`src/common/rsp_pkg.sv`:
```
// rsp_pkg: constants for the reset status and peripheral enable block
`default_nettype none
package rsp_pkg;

   // ----------------------------------------------------------------------
   // bus widths
   // ----------------------------------------------------------------------
   localparam int ADDR_W = 32;                    // byte address width
   localparam int DATA_W = 32;                    // register data width
   localparam int NUM_SRC = 7;                    // maskable reset sources

   // ----------------------------------------------------------------------
   // register byte addresses
   // ----------------------------------------------------------------------
   localparam logic [31:0] ADDR_SOFT_CTRL    = 32'h4000_0008;
   localparam logic [31:0] ADDR_SRC_ENABLE   = 32'h4000_0018;
   localparam logic [31:0] ADDR_CAUSE_STATUS = 32'h4000_001C;
   localparam logic [31:0] ADDR_ACCEPT_1     = 32'h4000_0020;
   localparam logic [31:0] ADDR_ACCEPT_2     = 32'h4000_0024;
   localparam logic [31:0] ADDR_RUN_EN_1     = 32'h4000_0028;
   localparam logic [31:0] ADDR_RUN_EN_2     = 32'h4000_002C;
   localparam logic [31:0] ADDR_IRQ_STATUS   = 32'h4000_0060;
   localparam logic [31:0] ADDR_IRQ_ENABLE   = 32'h4000_0064;
   localparam logic [31:0] ADDR_IRQ_CLEAR    = 32'h4000_0068;

   // ----------------------------------------------------------------------
   // reset cause status bits
   // ----------------------------------------------------------------------
   localparam int BIT_POWER_ON   = 7;
   localparam int BIT_PIN        = 6;
   localparam int BIT_CPU        = 5;
   localparam int BIT_SOFT       = 4;
   localparam int BIT_WATCHDOG   = 3;
   localparam int BIT_MCLK_FAIL  = 2;
   localparam int BIT_XOSC_FAIL  = 1;
   localparam int BIT_LOW_VOLT   = 0;
   localparam int BIT_SOFT_CTRL  = 1;             // soft reset trigger bit

   // ----------------------------------------------------------------------
   // reset values and writable masks
   // ----------------------------------------------------------------------
   localparam logic [7:0]  CAUSE_RST     = 8'h80;
   localparam logic [6:0]  SRC_EN_RST    = 7'h49;
   localparam logic [31:0] RUN_EN_1_MASK = 32'h030F_0F10;
   localparam logic [31:0] ACCEPT_1_MASK = 32'h030F_0F1F;
   localparam logic [31:0] GROUP_2_MASK  = 32'h0031_0311;
   localparam logic [31:0] RUN_EN_RST    = 32'h0000_0000;
   localparam logic [31:0] ACCEPT_1_RST  = ACCEPT_1_MASK;
   localparam logic [31:0] ACCEPT_2_RST  = GROUP_2_MASK;

   // ----------------------------------------------------------------------
   // system-level bits of the first accept register
   // ----------------------------------------------------------------------
   localparam int BIT_SYS_CTRL   = 0;             // system_control_unit
   localparam int BIT_FLASH      = 1;             // flash_controller_unit
   localparam int BIT_WDOG_UNIT  = 2;             // watchdog_unit
   localparam int BIT_PORT_CTRL  = 3;             // port_control_unit

   // ----------------------------------------------------------------------
   // interrupt status bits
   // ----------------------------------------------------------------------
   localparam int IRQ_W          = 2;
   localparam int IRQ_RESET_DONE = 0;             // event reset applied
   localparam int IRQ_MASKED     = 1;             // masked source seen

   // ----------------------------------------------------------------------
   // event reset length
   // ----------------------------------------------------------------------
   localparam int EVT_RST_CYCLES = 4;

endpackage : rsp_pkg
`default_nettype wire

```
`src/hw/rsp_stretch.sv`:
```
// rsp_stretch: holds a one-cycle start pulse high for a fixed count
`timescale 1ns/100ps
`default_nettype none
module rsp_stretch
#(
   parameter int CYCLES = 4                       // length of the stretch
)
(
   input  wire logic ref_clk,                     // system clock
   input  wire logic rst,                         // sync reset, active high
   input  wire logic start,                       // one-cycle trigger
   output var  logic active                       // high for CYCLES cycles
);

   // ----------------------------------------------------------------------
   // state
   // ----------------------------------------------------------------------
   typedef struct packed
   {
      logic       act;                            // stretch in progress
      logic [7:0] cnt;                            // cycles left
   } rsp_str_t;

   rsp_str_t s_r;                                 // registered state
   rsp_str_t s_nxt;                               // next state

   // refuse lengths the 8-bit counter cannot hold
   if (CYCLES < 1 || CYCLES > 255)
   begin : g_bad
      $error("rsp_stretch: CYCLES out of range");
   end

   // ----------------------------------------------------------------------
   // next state: a new start restarts the full count
   // ----------------------------------------------------------------------
   always_comb
   begin
      s_nxt = s_r;
      if (start)
      begin
         s_nxt.act = 1'b1;
         s_nxt.cnt = 8'(CYCLES - 1);
      end
      else if (s_r.act)
      begin
         if (s_r.cnt == 8'h00)
            s_nxt.act = 1'b0;
         else
            s_nxt.cnt = s_r.cnt - 8'h01;
      end
   end

   // register the state
   always_ff @(posedge ref_clk)
   begin
      if (rst)
         s_r <= '0;
      else
         s_r <= s_nxt;
   end

   assign active = s_r.act;

endmodule : rsp_stretch
`default_nettype wire

```
`src/hw/rsp_top.sv`:
```
// rsp_top: reset cause status, event reset masks and peripheral enables
`timescale 1ns/100ps
`default_nettype none
module rsp_top
   import rsp_pkg::*;
#(
   parameter int EVENT_RESET_CYCLES = rsp_pkg::EVT_RST_CYCLES
)
(
   input  wire logic                       ref_clk,    // 20 MHz clock
   input  wire logic                       rst,        // power-on reset
   input  wire logic [rsp_pkg::ADDR_W-1:0] reg_addr,   // byte address
   input  wire logic [rsp_pkg::DATA_W-1:0] reg_wdata,  // write data
   input  wire logic                       reg_wr,     // write strobe
   input  wire logic                       reg_rd,     // read strobe
   output var  logic [rsp_pkg::DATA_W-1:0] reg_rdata,  // read data
   input  wire logic [rsp_pkg::NUM_SRC-1:0] src_event, // reset source pulses
   output var  logic                       event_reset,// to reset generator
   output var  logic [31:0]                periph_rst_1,// group 1 resets
   output var  logic [31:0]                periph_rst_2,// group 2 resets
   output var  logic                       irq         // level interrupt
);
   import rsp_pkg::*;

   // ----------------------------------------------------------------------
   // state
   // ----------------------------------------------------------------------
   typedef struct packed
   {
      logic [7:0]         cause;                  // reset cause flags
      logic [6:0]         src_en;                 // source enable mask
      logic               soft_req;               // soft reset, self-clear
      logic [31:0]        accept_1;               // event reset accept 1
      logic [31:0]        accept_2;               // event reset accept 2
      logic [31:0]        run_en_1;               // peripheral enable 1
      logic [31:0]        run_en_2;               // peripheral enable 2
      logic [IRQ_W-1:0]   irq_st;                 // sticky irq status
      logic [IRQ_W-1:0]   irq_en;                 // irq enable
      logic               irq;                    // interrupt output
      logic [31:0]        rdata;                  // read data
      logic [31:0]        prst_1;                 // group 1 reset out
      logic [31:0]        prst_2;                 // group 2 reset out
      logic               evt_rst;                // event reset out
   } rsp_state_t;

   rsp_state_t s_r;                               // registered state
   rsp_state_t s_nxt;                             // next state

   logic             evt_active;                  // stretched event reset
   logic [6:0]       raw_src;                     // all source pulses
   logic [6:0]       pass_src;                    // enabled sources
   logic [6:0]       masked_src;                  // suppressed sources
   logic             fire;                        // an event reset starts

   // refuse an event reset length the stretcher cannot serve
   if (EVENT_RESET_CYCLES < 1 || EVENT_RESET_CYCLES > 255)
   begin : g_bad
      $error("rsp_top: EVENT_RESET_CYCLES out of range");
   end

   // ----------------------------------------------------------------------
   // source qualification
   // ----------------------------------------------------------------------
   // the soft reset request joins the software source line
   always_comb
   begin
      raw_src = src_event;
      raw_src[BIT_SOFT] = src_event[BIT_SOFT] | s_r.soft_req;
      pass_src = raw_src & s_r.src_en;
      masked_src = raw_src & ~s_r.src_en;
      fire = |pass_src;
   end

   // ----------------------------------------------------------------------
   // event reset length
   // ----------------------------------------------------------------------
   // a fresh event during a running reset restarts the count
   rsp_stretch #(
      .CYCLES (EVENT_RESET_CYCLES)
   ) u_stretch (
      .ref_clk (ref_clk),
      .rst     (rst),
      .start   (fire),
      .active  (evt_active)
   );

   // ----------------------------------------------------------------------
   // next state
   // ----------------------------------------------------------------------
   always_comb
   begin
      s_nxt = s_r;
      s_nxt.soft_req = 1'b0;                      // self-clearing trigger

      // register writes
      if (reg_wr)
      begin
         if (reg_addr == ADDR_SOFT_CTRL)
         begin
            s_nxt.soft_req = reg_wdata[BIT_SOFT_CTRL];
         end
         else if (reg_addr == ADDR_SRC_ENABLE)
         begin
            s_nxt.src_en = reg_wdata[6:0];
         end
         else if (reg_addr == ADDR_CAUSE_STATUS)
         begin
            // only the bits written as one are cleared
            s_nxt.cause = s_r.cause & ~reg_wdata[7:0];
         end
         else if (reg_addr == ADDR_ACCEPT_1)
         begin
            s_nxt.accept_1 = reg_wdata & ACCEPT_1_MASK;
         end
         else if (reg_addr == ADDR_ACCEPT_2)
         begin
            s_nxt.accept_2 = reg_wdata & GROUP_2_MASK;
         end
         else if (reg_addr == ADDR_RUN_EN_1)
         begin
            s_nxt.run_en_1 = reg_wdata & RUN_EN_1_MASK;
         end
         else if (reg_addr == ADDR_RUN_EN_2)
         begin
            s_nxt.run_en_2 = reg_wdata & GROUP_2_MASK;
         end
         else if (reg_addr == ADDR_IRQ_ENABLE)
         begin
            s_nxt.irq_en = reg_wdata[IRQ_W-1:0];
         end
         else if (reg_addr == ADDR_IRQ_CLEAR)
         begin
            s_nxt.irq_st = s_r.irq_st & ~reg_wdata[IRQ_W-1:0];
         end
         else
         begin
            // unmapped address: write is dropped
            s_nxt.rdata = s_r.rdata;
         end
      end

      // cause flags: a new event beats a clear in the same cycle, and
      // the flags are not touched by the event reset itself
      s_nxt.cause[6:0] = s_nxt.cause[6:0] | pass_src;

      // interrupt events, set wins over clear
      if (fire)
         s_nxt.irq_st[IRQ_RESET_DONE] = 1'b1;
      if (|masked_src)
         s_nxt.irq_st[IRQ_MASKED] = 1'b1;

      // an accepted event reset of the system control part brings the
      // control registers back to their defaults; the cause flags stay
      if (fire && s_r.accept_1[BIT_SYS_CTRL])
      begin
         s_nxt.src_en   = SRC_EN_RST;
         s_nxt.accept_1 = ACCEPT_1_RST;
         s_nxt.accept_2 = ACCEPT_2_RST;
         s_nxt.run_en_1 = RUN_EN_RST;
         s_nxt.run_en_2 = RUN_EN_RST;
         s_nxt.irq_en   = '0;
      end

      // peripheral resets: held while disabled, and pulsed by an event
      // reset only where the peripheral accepts it
      s_nxt.prst_1 = (~s_r.run_en_1 & RUN_EN_1_MASK)
                   | (evt_active ? s_r.accept_1 : 32'h0000_0000);
      s_nxt.prst_2 = (~s_r.run_en_2 & GROUP_2_MASK)
                   | (evt_active ? s_r.accept_2 : 32'h0000_0000);
      s_nxt.evt_rst = evt_active;

      // level interrupt from the enabled sticky bits
      s_nxt.irq = |(s_nxt.irq_st & s_nxt.irq_en);

      // read data, valid in the cycle after the strobe only
      s_nxt.rdata = 32'h0000_0000;
      if (reg_rd)
      begin
         if (reg_addr == ADDR_SOFT_CTRL)
         begin
            s_nxt.rdata[BIT_SOFT_CTRL] = s_r.soft_req;
         end
         else if (reg_addr == ADDR_SRC_ENABLE)
         begin
            s_nxt.rdata[6:0] = s_r.src_en;
         end
         else if (reg_addr == ADDR_CAUSE_STATUS)
         begin
            s_nxt.rdata[7:0] = s_r.cause;
         end
         else if (reg_addr == ADDR_ACCEPT_1)
         begin
            s_nxt.rdata = s_r.accept_1;
         end
         else if (reg_addr == ADDR_ACCEPT_2)
         begin
            s_nxt.rdata = s_r.accept_2;
         end
         else if (reg_addr == ADDR_RUN_EN_1)
         begin
            s_nxt.rdata = s_r.run_en_1;
         end
         else if (reg_addr == ADDR_RUN_EN_2)
         begin
            s_nxt.rdata = s_r.run_en_2;
         end
         else if (reg_addr == ADDR_IRQ_STATUS)
         begin
            s_nxt.rdata[IRQ_W-1:0] = s_r.irq_st;
         end
         else if (reg_addr == ADDR_IRQ_ENABLE)
         begin
            s_nxt.rdata[IRQ_W-1:0] = s_r.irq_en;
         end
         else
         begin
            // unmapped and write-only addresses read zero
            s_nxt.rdata = 32'h0000_0000;
         end
      end
   end

   // ----------------------------------------------------------------------
   // state register
   // ----------------------------------------------------------------------
   // power-on reset: only the power-on flag is left standing, and every
   // peripheral is held in reset until software enables it
   always_ff @(posedge ref_clk)
   begin
      if (rst)
      begin
         s_r          <= '0;
         s_r.cause    <= CAUSE_RST;
         s_r.src_en   <= SRC_EN_RST;
         s_r.accept_1 <= ACCEPT_1_RST;
         s_r.accept_2 <= ACCEPT_2_RST;
         s_r.run_en_1 <= RUN_EN_RST;
         s_r.run_en_2 <= RUN_EN_RST;
         s_r.prst_1   <= RUN_EN_1_MASK;
         s_r.prst_2   <= GROUP_2_MASK;
      end
      else
      begin
         s_r <= s_nxt;
      end
   end

   // ----------------------------------------------------------------------
   // outputs, all straight from the state register
   // ----------------------------------------------------------------------
   assign reg_rdata    = s_r.rdata;
   assign event_reset  = s_r.evt_rst;
   assign periph_rst_1 = s_r.prst_1;
   assign periph_rst_2 = s_r.prst_2;
   assign irq          = s_r.irq;

endmodule : rsp_top
`default_nettype wire

```
`config.mk`:
```
export PLATFORM = sky130hd
export DESIGN_NAME = rsp_top
export DESIGN_NICKNAME = d
export VERILOG_FILES = /design/src/common/rsp_pkg.sv /design/src/hw/rsp_stretch.sv /design/src/hw/rsp_top.sv
export SDC_FILE = /design/constraint.sdc
export NUM_CORES = 1
export LEC_CHECK = 0
export BUFFER_PORTS_ARGS = -buffer_cell sky130_fd_sc_hd__buf_2
export CAP_MARGIN = 20
export CORE_MARGIN = 3
export CORE_UTILIZATION = 45
export CTS_BUF_LIST = sky130_fd_sc_hd__clkbuf_8
export CTS_CLUSTER_DIAMETER = 50
export DETAILED_ROUTE_END_ITERATION = 12
export PLACE_DENSITY_LB_ADDON = 0.08
export SYNTH_ARGS = -nofsm -noshare
export SYNTH_HDL_FRONTEND = slang
export SYNTH_HIERARCHICAL = 1
export SYNTH_SLANG_ARGS = --single-unit
```
`constraint.sdc`:
```
create_clock -name ref_clk -period 2.4 [get_ports ref_clk]
set_clock_uncertainty 0.1 [all_clocks]
set_input_delay 0.36 -clock ref_clk [delete_from_list [all_inputs] [get_ports ref_clk]]
set_output_delay 0.36 -clock ref_clk [all_outputs]
set_load 0.005 [all_outputs]
```
==> metrics.md, run 1 <==
| Metric | Value |
|---|---|
| Pre-CTS setup slack | -0.0438 ns |
| Post-synthesis async set-or-reset flop share | 0% |
| Layout Area Growth over Synthesis | 14.7% |
| Fin. Hold Viols | 0 |
| GRT Overall Usage | 20.8% |
| Die Y | 115 um |
| Antenna Cells | 0 |
| H-tree levels | 4 |
| P_int | 2890 uW |
| Pin count of the biggest net entering global routing | 27 |
| Synth top area cells | dfxtp_1, buf_4, nand2_1 |
| Gr busiest metal | met2 |
| Core area | 0.0116 mm2 |
| Max Slew Vio Count | 0 |
| # resized after CTS | 0 |
| First-pass iteration count of the detailed router | 5 |
| CP Max Fanout | 15 |
| Dpl hpwl | 9.91 mm |
| Worst EP arrival | 2.26 ns |
| Least-Margin Pin Slew | 0.537 ns |
| Top_reg_cell synth | dfxtp_1 |
| DR vias/cell | 5.11 |
| Setup Viol. Count Final | 0 |
| Root Buffer | clkbuf_8 |
| TritonCTS clock tree | built |
| PortBufs | 106 |
| Clk slew on worst S/H paths | 0.06 ns |
| Leading cell type in the layout, fill and taps excluded | dfxtp_1 |
| Number of synthesized flops with an enable pin | 0 |
| Commonest non-fill, non-tap cells in the layout | dfxtp_1, nand2_1, buf_2 |
| Final Power | 3780 uW |
| Dpl cells | 841 |
| Seq pwr share | 50.2% |
| Switching Share | 23.5% |
| Sw Pwr | 890 uW |
| First-pass GRT wire length | 21.4 mm |
| Crit Path Class | primary input to flop |
| Net count reported at finish | 794 |
| Post-synthesis sequential area ratio | 41.9% |
| Die Wd | 115 um |
| Mean Syn Cell Area | 8.77 um2 |
| Pwr dens | 612 mW/mm2 |
| Yosys top cell by area | dfxtp_1 |
| Met3 usage | 4.80% |
| Leak | 0.00257 uW |
| Status | finished clean |
| CP startpoint kind | primary input |
| Yosys warning total | 6 |
| Placed inst area | 0.00583 mm2 |
| MaxCap Viol Count | 0 |
| Crit end category | flop |
| Initial Util | 46.6% |
| Worst min path class | primary input to flop |
| IO Pins | 173 |
| DR iter-0 viols | 287 |
| Clock Latency Late Sink | 0.44 ns |
| GPL Wtd Cong | 0.878 |
| Antenna violations before repair | 0 |
| Count of cell types in the netlist | 63 |
| CTS Hold Buffers Added | 0 |
| Critical path required time | 2.63 ns |
| Post-route cell area | 0.00619 mm2 |
| Non-filler cells, final | 872 |
| Logic pwr share | 7.1% |
| Relative slew slack | 64.2% |
| VDD IR max | 0.000305 V |
| Routed wire per std cell | 15.7 um |
| Top-area cell type share of the netlist area | 41.9% |
| Clock Sinks | 113 |
| Post-Syn Area | 0.00539 mm2 |
| Vias in the first global route | 4319 |
| Clock power share | 42.7% |
| Met2 Use GR | 35.1% |
| CTS Buffer Depth | 2 |
| Setup WS post-layout | 0.373 ns |
| DR vias | 4455 |
| Post-route ant nets | 0 |
| RSZ-0062 raised after global routing | false |
| Post-CTS Setup Repair Bufs | 0 |
| Achievable frequency | 493 MHz |
| Met1 usage | 25.7% |
| Die area | 0.0133 mm2 |
| GR Overflow Total | 0 |
| Synth Instances | 615 |
| # DRC | 0 |
| Rows | 39 |
| Final Critical Period | 2.03 ns |
| Crit share post-route | 84.5% |
| FF+latch count, synth | 113 |
| Total Wirelength | 13.7 mm |
| Cts bufs inserted | 17 |
| Share of cells above drive strength 1 | 26.2% |
synthesized netlist by cell type, types with 3 or more instances:
cell	number
clkbuf_1	17
o22ai_1	4
mux2i_1	37
buf_6	3
inv_1	12
buf_4	96
nand3_1	11
a22oi_1	15
nor3_1	12
or2_2	3
o211ai_1	3
or3_1	5
nor4_1	12
nor2_1	31
a21o_1	6
nor4_2	3
o21ai_0	8
nand3b_1	19
dfxtp_1	113
o41ai_1	3
nand4_1	4
nand2_1	108
and2_1	7
a211oi_1	3
a21oi_1	31
nand2b_1	5
critical path, cell delays in order:
cell     delay, ns
buf_2         0.11
nor4b_1       0.32
nand4_1       0.21
buf_4         0.25
nor3_1        0.25
buf_4         0.18
and3_1        0.23
a22oi_1       0.12
o22ai_1       0.23
stage by stage:
stage | hold slack (ns) | TNS [ns] | utilization, %
after floorplan | 0.295 | -1.21 | -
after global placement | 0.309 | 0 | 50.4
after detailed placement | 0.313 | -0.606 | 50.4
after CTS | 0.0308 | 0 | 53.5
after global routing | 0.0437 | 0 | 53.5
final | 0.0594 | 0 | 53.5
flip-flops by register name, indices dropped and copies added (netlist names):
register,flops
s_r,60
event_reset,1
irq,1
u_stretch/active,1
periph_rst_1,15
u_stretch/s_r,8
periph_rst_2,7
reg_rdata,20
path summary, 6_finish.rpt:
| kind | from | end | slack [ns] | cells past startpoint |
|---|---|---|---|---|
| max | reg_addr[8] | reg_rdata[4] | 0.37 | 9 |
| min | reg_wdata[19] | s_r[217] | 0.06 | 3 |
| max reg2reg | s_r[230] | s_r[111] | 0.41 | 6 |
| min reg2reg | s_r[153] | periph_rst_1[19] | 0.33 | 1 |
metal layers:
layer | up-vias | routed length (um)
li1 | 2180 | -
met1 | 2098 | 5970
met2 | 161 | 6650
met3 | 16 | 809
met4 | 0 | 218
met5 | - | 0
final cells by class:
| cell class | instances | area [um2] |
|---|---|---|
| clock buffer | 21 | 289 |
| sequential | 113 | 2260 |
| clock inverter | 10 | 70.1 |
| timing repair buffer | 151 | 906 |
| tap | 143 | 179 |
| fill | 1130 | 5380 |
| multi-input combinational | 422 | 2430 |
| inverter | 12 | 45.0 |
power groups by stage:
stage               clock (uW)  sequential (uW)  combinational [uW]
global route              1750             1900                 300
finish                    1620             1900                 268
detailed placement           0             1940                 266
floorplan                    0             1940                 204
CTS                       1670             1900                 267
global placement             0             1940                 263
cells by family (layout without fill, tap and decap cells):
group                    after synthesis  after routing  share of synthesized area, %
AO/OA/AOI/OAI                         89             89                          10.8
multiplexers                          38             38                          7.08
adder cells (fa/ha/maj)                2              2                         0.464
other                                  1             54                        0.0695
flip-flops                           113            113                          41.9
AND/OR/NAND/NOR                      239            239                          22.9
buffers and inverters                133            194                          16.7
Note: power is estimated with default switching activity, not from simulation.
==> run 2, diff against run 1 <==
--- a/config.mk
+++ b/config.mk
@@ -5,6 +5,7 @@
 export SDC_FILE = /design/constraint.sdc
 export NUM_CORES = 1
 export LEC_CHECK = 0
+export ABC_AREA = 1
 export BUFFER_PORTS_ARGS = -buffer_cell sky130_fd_sc_hd__buf_2
 export CAP_MARGIN = 20
 export CORE_MARGIN = 3
==> constraint.sdc (replaced) <==
create_clock -name ref_clk -period 2.05 [get_ports ref_clk]
set_clock_uncertainty 0.1 [all_clocks]
set_input_delay 0.3075 -clock ref_clk [delete_from_list [all_inputs] [get_ports ref_clk]]
set_output_delay 0.3075 -clock ref_clk [all_outputs]
set_load 0.005 [all_outputs]
==> metrics.md, run 2 <==
| Metric | Value |
|---|---|
| MaxCap Viol Count | 0 |
| IO Pins | 173 |
| Worst R2R End | s_r[118] |
| Crit share post-route | 81.7% |
| PortBufs | 106 |
| WHS Endpoint | s_r[223] |
| Synth top area cells | dfxtp_1, buf_4, nand2_1 |
| Root Buffer | clkbuf_8 |
| Core Util, Final | 53.1% |
| RR Startpoint | s_r[234] |
| Clock Latency Late Sink | 0.44 ns |
| Worst EP arrival | 1.89 ns |
| DR iter-0 viols | 444 |
| Final Critical Period | 1.67 ns |
| Footprint of the multi-input gates | 0.00280 mm2 |
| Crit path largest cell delay | 0.39 ns |
| Pin count of the biggest net entering global routing | 24 |
| Die Y | 121 um |
| Crit-path leading delay family | buffers and inverters |
| Yosys top cell by area | dfxtp_1 |
| Post-route ant nets | 0 |
| Sequential cell area | 0.00226 mm2 |
| Antenna Cells | 0 |
| Cts bufs inserted | 17 |
| Layout Area Growth over Synthesis | 14.2% |
| Worst min path class | primary input to flop |
| RSZ-0062 raised after global routing | false |
| Relative slew slack | 62.6% |
| Crit end category | flop |
| Routed wire per std cell | 14.0 um |
| Main combinational cell family by area after synthesis | simple AND/OR/NAND/NOR gates |
| Leading cell type in the layout, fill and taps excluded | nand2_1 |
| Least-Margin Pin Slew | 0.559 ns |
| Total Wirelength | 14.9 mm |
| Worst path most repeated cell | nand2_1 |
| Dpl hpwl | 11.1 mm |
| GR Overflow Total | 0 |
| Max Slew Vio Count | 0 |
| DR vias | 5185 |
| Critical path required time | 2.26 ns |
| Crit Path Class | flop to flop |
| Pwr dens | 694 mW/mm2 |
| CP startpoint kind | flop |
| Synth Area in Simple Gates | 34.4% |
| Die Wd | 121 um |
| Number of synthesized flops with an enable pin | 0 |
| Vias in the first global route | 4830 |
| Post-CTS Setup Repair Bufs | 0 |
| Most used standard cell by instance count after synthesis | nand2_1 |
| First-pass iteration count of the detailed router | 5 |
| Fin. Hold Viols | 0 |
| Achievable frequency | 597 MHz |
| Final Power | 4710 uW |
| Status | finished clean |
| CP Max Fanout | 18 |
| TritonCTS clock tree | built |
| Crit-path cells | nand2_1, nand2_1, nor2_1, nand4_1, nand2_1, inv_2, nor2_2, buf_4, inv_2, a21oi_1 |
| FF+latch count, synth | 113 |
| Count of cell types in the netlist | 42 |
| Number of cells on the worst hold path | 3 |
| Net count reported at finish | 956 |
| DR vias/cell | 4.87 |
| Flop2flop setup slack | 0.38 ns |
| Setup Viol. Count Final | 0 |
| Complex-gate fraction of the synthesized area | 8.72% |
| Yosys warning total | 6 |
| Post-synthesis sequential area ratio | 38.1% |
| Antenna violations before repair | 0 |
| Commonest cells in the netlist | nand2_1, dfxtp_1, buf_4, nand3_1, a21oi_1 |
| Dpl cells | 1028 |
| Clk slew on worst S/H paths | 0.07 ns |
| Post-synthesis async set-or-reset flop share | 0% |
| Reg with most FFs | s_r |
| Post-Syn Area | 0.00594 mm2 |
| H-tree levels | 4 |
| CTS Buffer Depth | 2 |
| Clock Sinks | 113 |
| R2R depth | 10 |
| Rows | 41 |
| VDD IR max | 0.000348 V |
| Synth Instances | 777 |
| Top-area cell type share of the netlist area | 38.1% |
| GPL Wtd Cong | 0.873 |
| Initial Util | 46.5% |
| Buf+Inv Stages, Crit Path | 3 |
| Top_reg_cell synth | dfxtp_1 |
| Synth Area in Adders | 0.421% |
| Mean Syn Cell Area | 7.64 um2 |
| First-pass GRT wire length | 23.9 mm |
| XOR/XNOR Fraction of Synth Area | 0.148% |
| GRT Overall Usage | 20.7% |
| Hold Startpoint | reg_wdata[25] |
| Commonest non-fill, non-tap cells in the layout | nand2_1, dfxtp_1, buf_2 |
| Core area | 0.0128 mm2 |
| Fillers | 1256 |
| Hold_ws | 0.0203 ns |
| Slowest cell on crit path | dfxtp_1 |
| Multiplexer share of the synthesized area | 0% |
| Leak | 0.00315 uW |
| Die area | 0.0146 mm2 |
| # DRC | 0 |
| Non-filler cells, final | 1064 |
| Max FFs per register | 60 |
| Share of cells above drive strength 1 | 28.6% |
run 2: cell count changes in the layout (fill, tap and decap cells not counted), moves of 9 or more:
| cell | before | now |
|---|---|---|
| nand3b_1 | 19 | 3 |
| o21ai_0 | 8 | 18 |
| nor2_1 | 31 | 47 |
| nand3_2 | 0 | 21 |
| nand2_1 | 108 | 164 |
| a21oi_1 | 31 | 54 |
| a22oi_1 | 15 | 0 |
| nand2_2 | 0 | 18 |
| nor2_2 | 0 | 11 |
| mux2i_1 | 37 | 0 |
| inv_1 | 16 | 55 |
| nor3_1 | 12 | 3 |
| nand3_1 | 11 | 82 |
run 2: where the power goes:
| part | total, uW | leakage [uW] | switching [uW] | internal, uW |
|---|---|---|---|---|
| clock | 2120 | 0.000208 | 910 | 1210 |
| combinational | 363 | 0.00203 | 238 | 125 |
| sequential | 2230 | 0.000916 | 13.0 | 2210 |
| total | 4710 | 0.00315 | 1160 | 3540 |
run 2: logic make-up (layout without fill, tap and decap cells):
group,after synthesis,after routing
AOI/OAI and AO/OA,95,95
xor gates and xnor gates,1,1
and+or+nand+nor,388,388
adders and majority gates,2,2
DFF,113,113
buffers and inverters,177,239
other,1,54
run 2: worst max path at each step:
stage          endpoint  cells after the start         start  slack, ns
6_report       s_r[118]                     10      s_r[234]       0.38
4_1_cts        s_r[151]                     10      s_r[233]       0.38
5_1_grt        s_r[145]                     10      s_r[233]       0.19
2_1_floorplan  s_r[202]                     11  reg_addr[11]       0.34
3_5_place_dp   s_r[186]                     12   reg_addr[0]      -0.01
3_3_place_gp   s_r[166]                     12   reg_addr[1]       0.03
run 2: layout make-up:
class | count | area share [%]
clock inverter | 14 | 2.20
inverter | 60 | 3.32
tap | 172 | 3.17
timing repair buffer | 147 | 13.1
sequential | 113 | 33.4
multi-input combinational | 540 | 41.2
clock buffer | 18 | 3.65
run 2: what timing repair did:
| item | in CTS | in global routing |
|---|---|---|
| hold endpoints to repair | 4 | 0 |
| resized for setup | 0 | 0 |
| hold buffers | 4 | 0 |
run 2: metal layers:
layer | GRT usage (%) | up-vias | wire (um)
li1 | - | 2593 | -
met1 | 27.0 | 2382 | 6720
met2 | 33.7 | 190 | 7000
met3 | 4.15 | 20 | 954
met4 | 7.79 | 0 | 242
met5 | 0 | - | 0
run 2: worst register-to-register path: cells and delay by family, from the launching register on:
kind | cells | cell delay, ns
buf+inv | 3 | 0.52
simple gates | 6 | 0.45
flops | 1 | 0.39
compound gates | 1 | 0.08
run 2: stage by stage:
step	cell area, um2	setup WS, ns	TNS [ns]
floorplan	6140	0.335	0
global placement	6340	0.0306	0
detailed placement	6340	-0.0103	-0.0263
CTS	6780	0.380	0
global route	6780	0.191	0
finish	6780	0.376	0
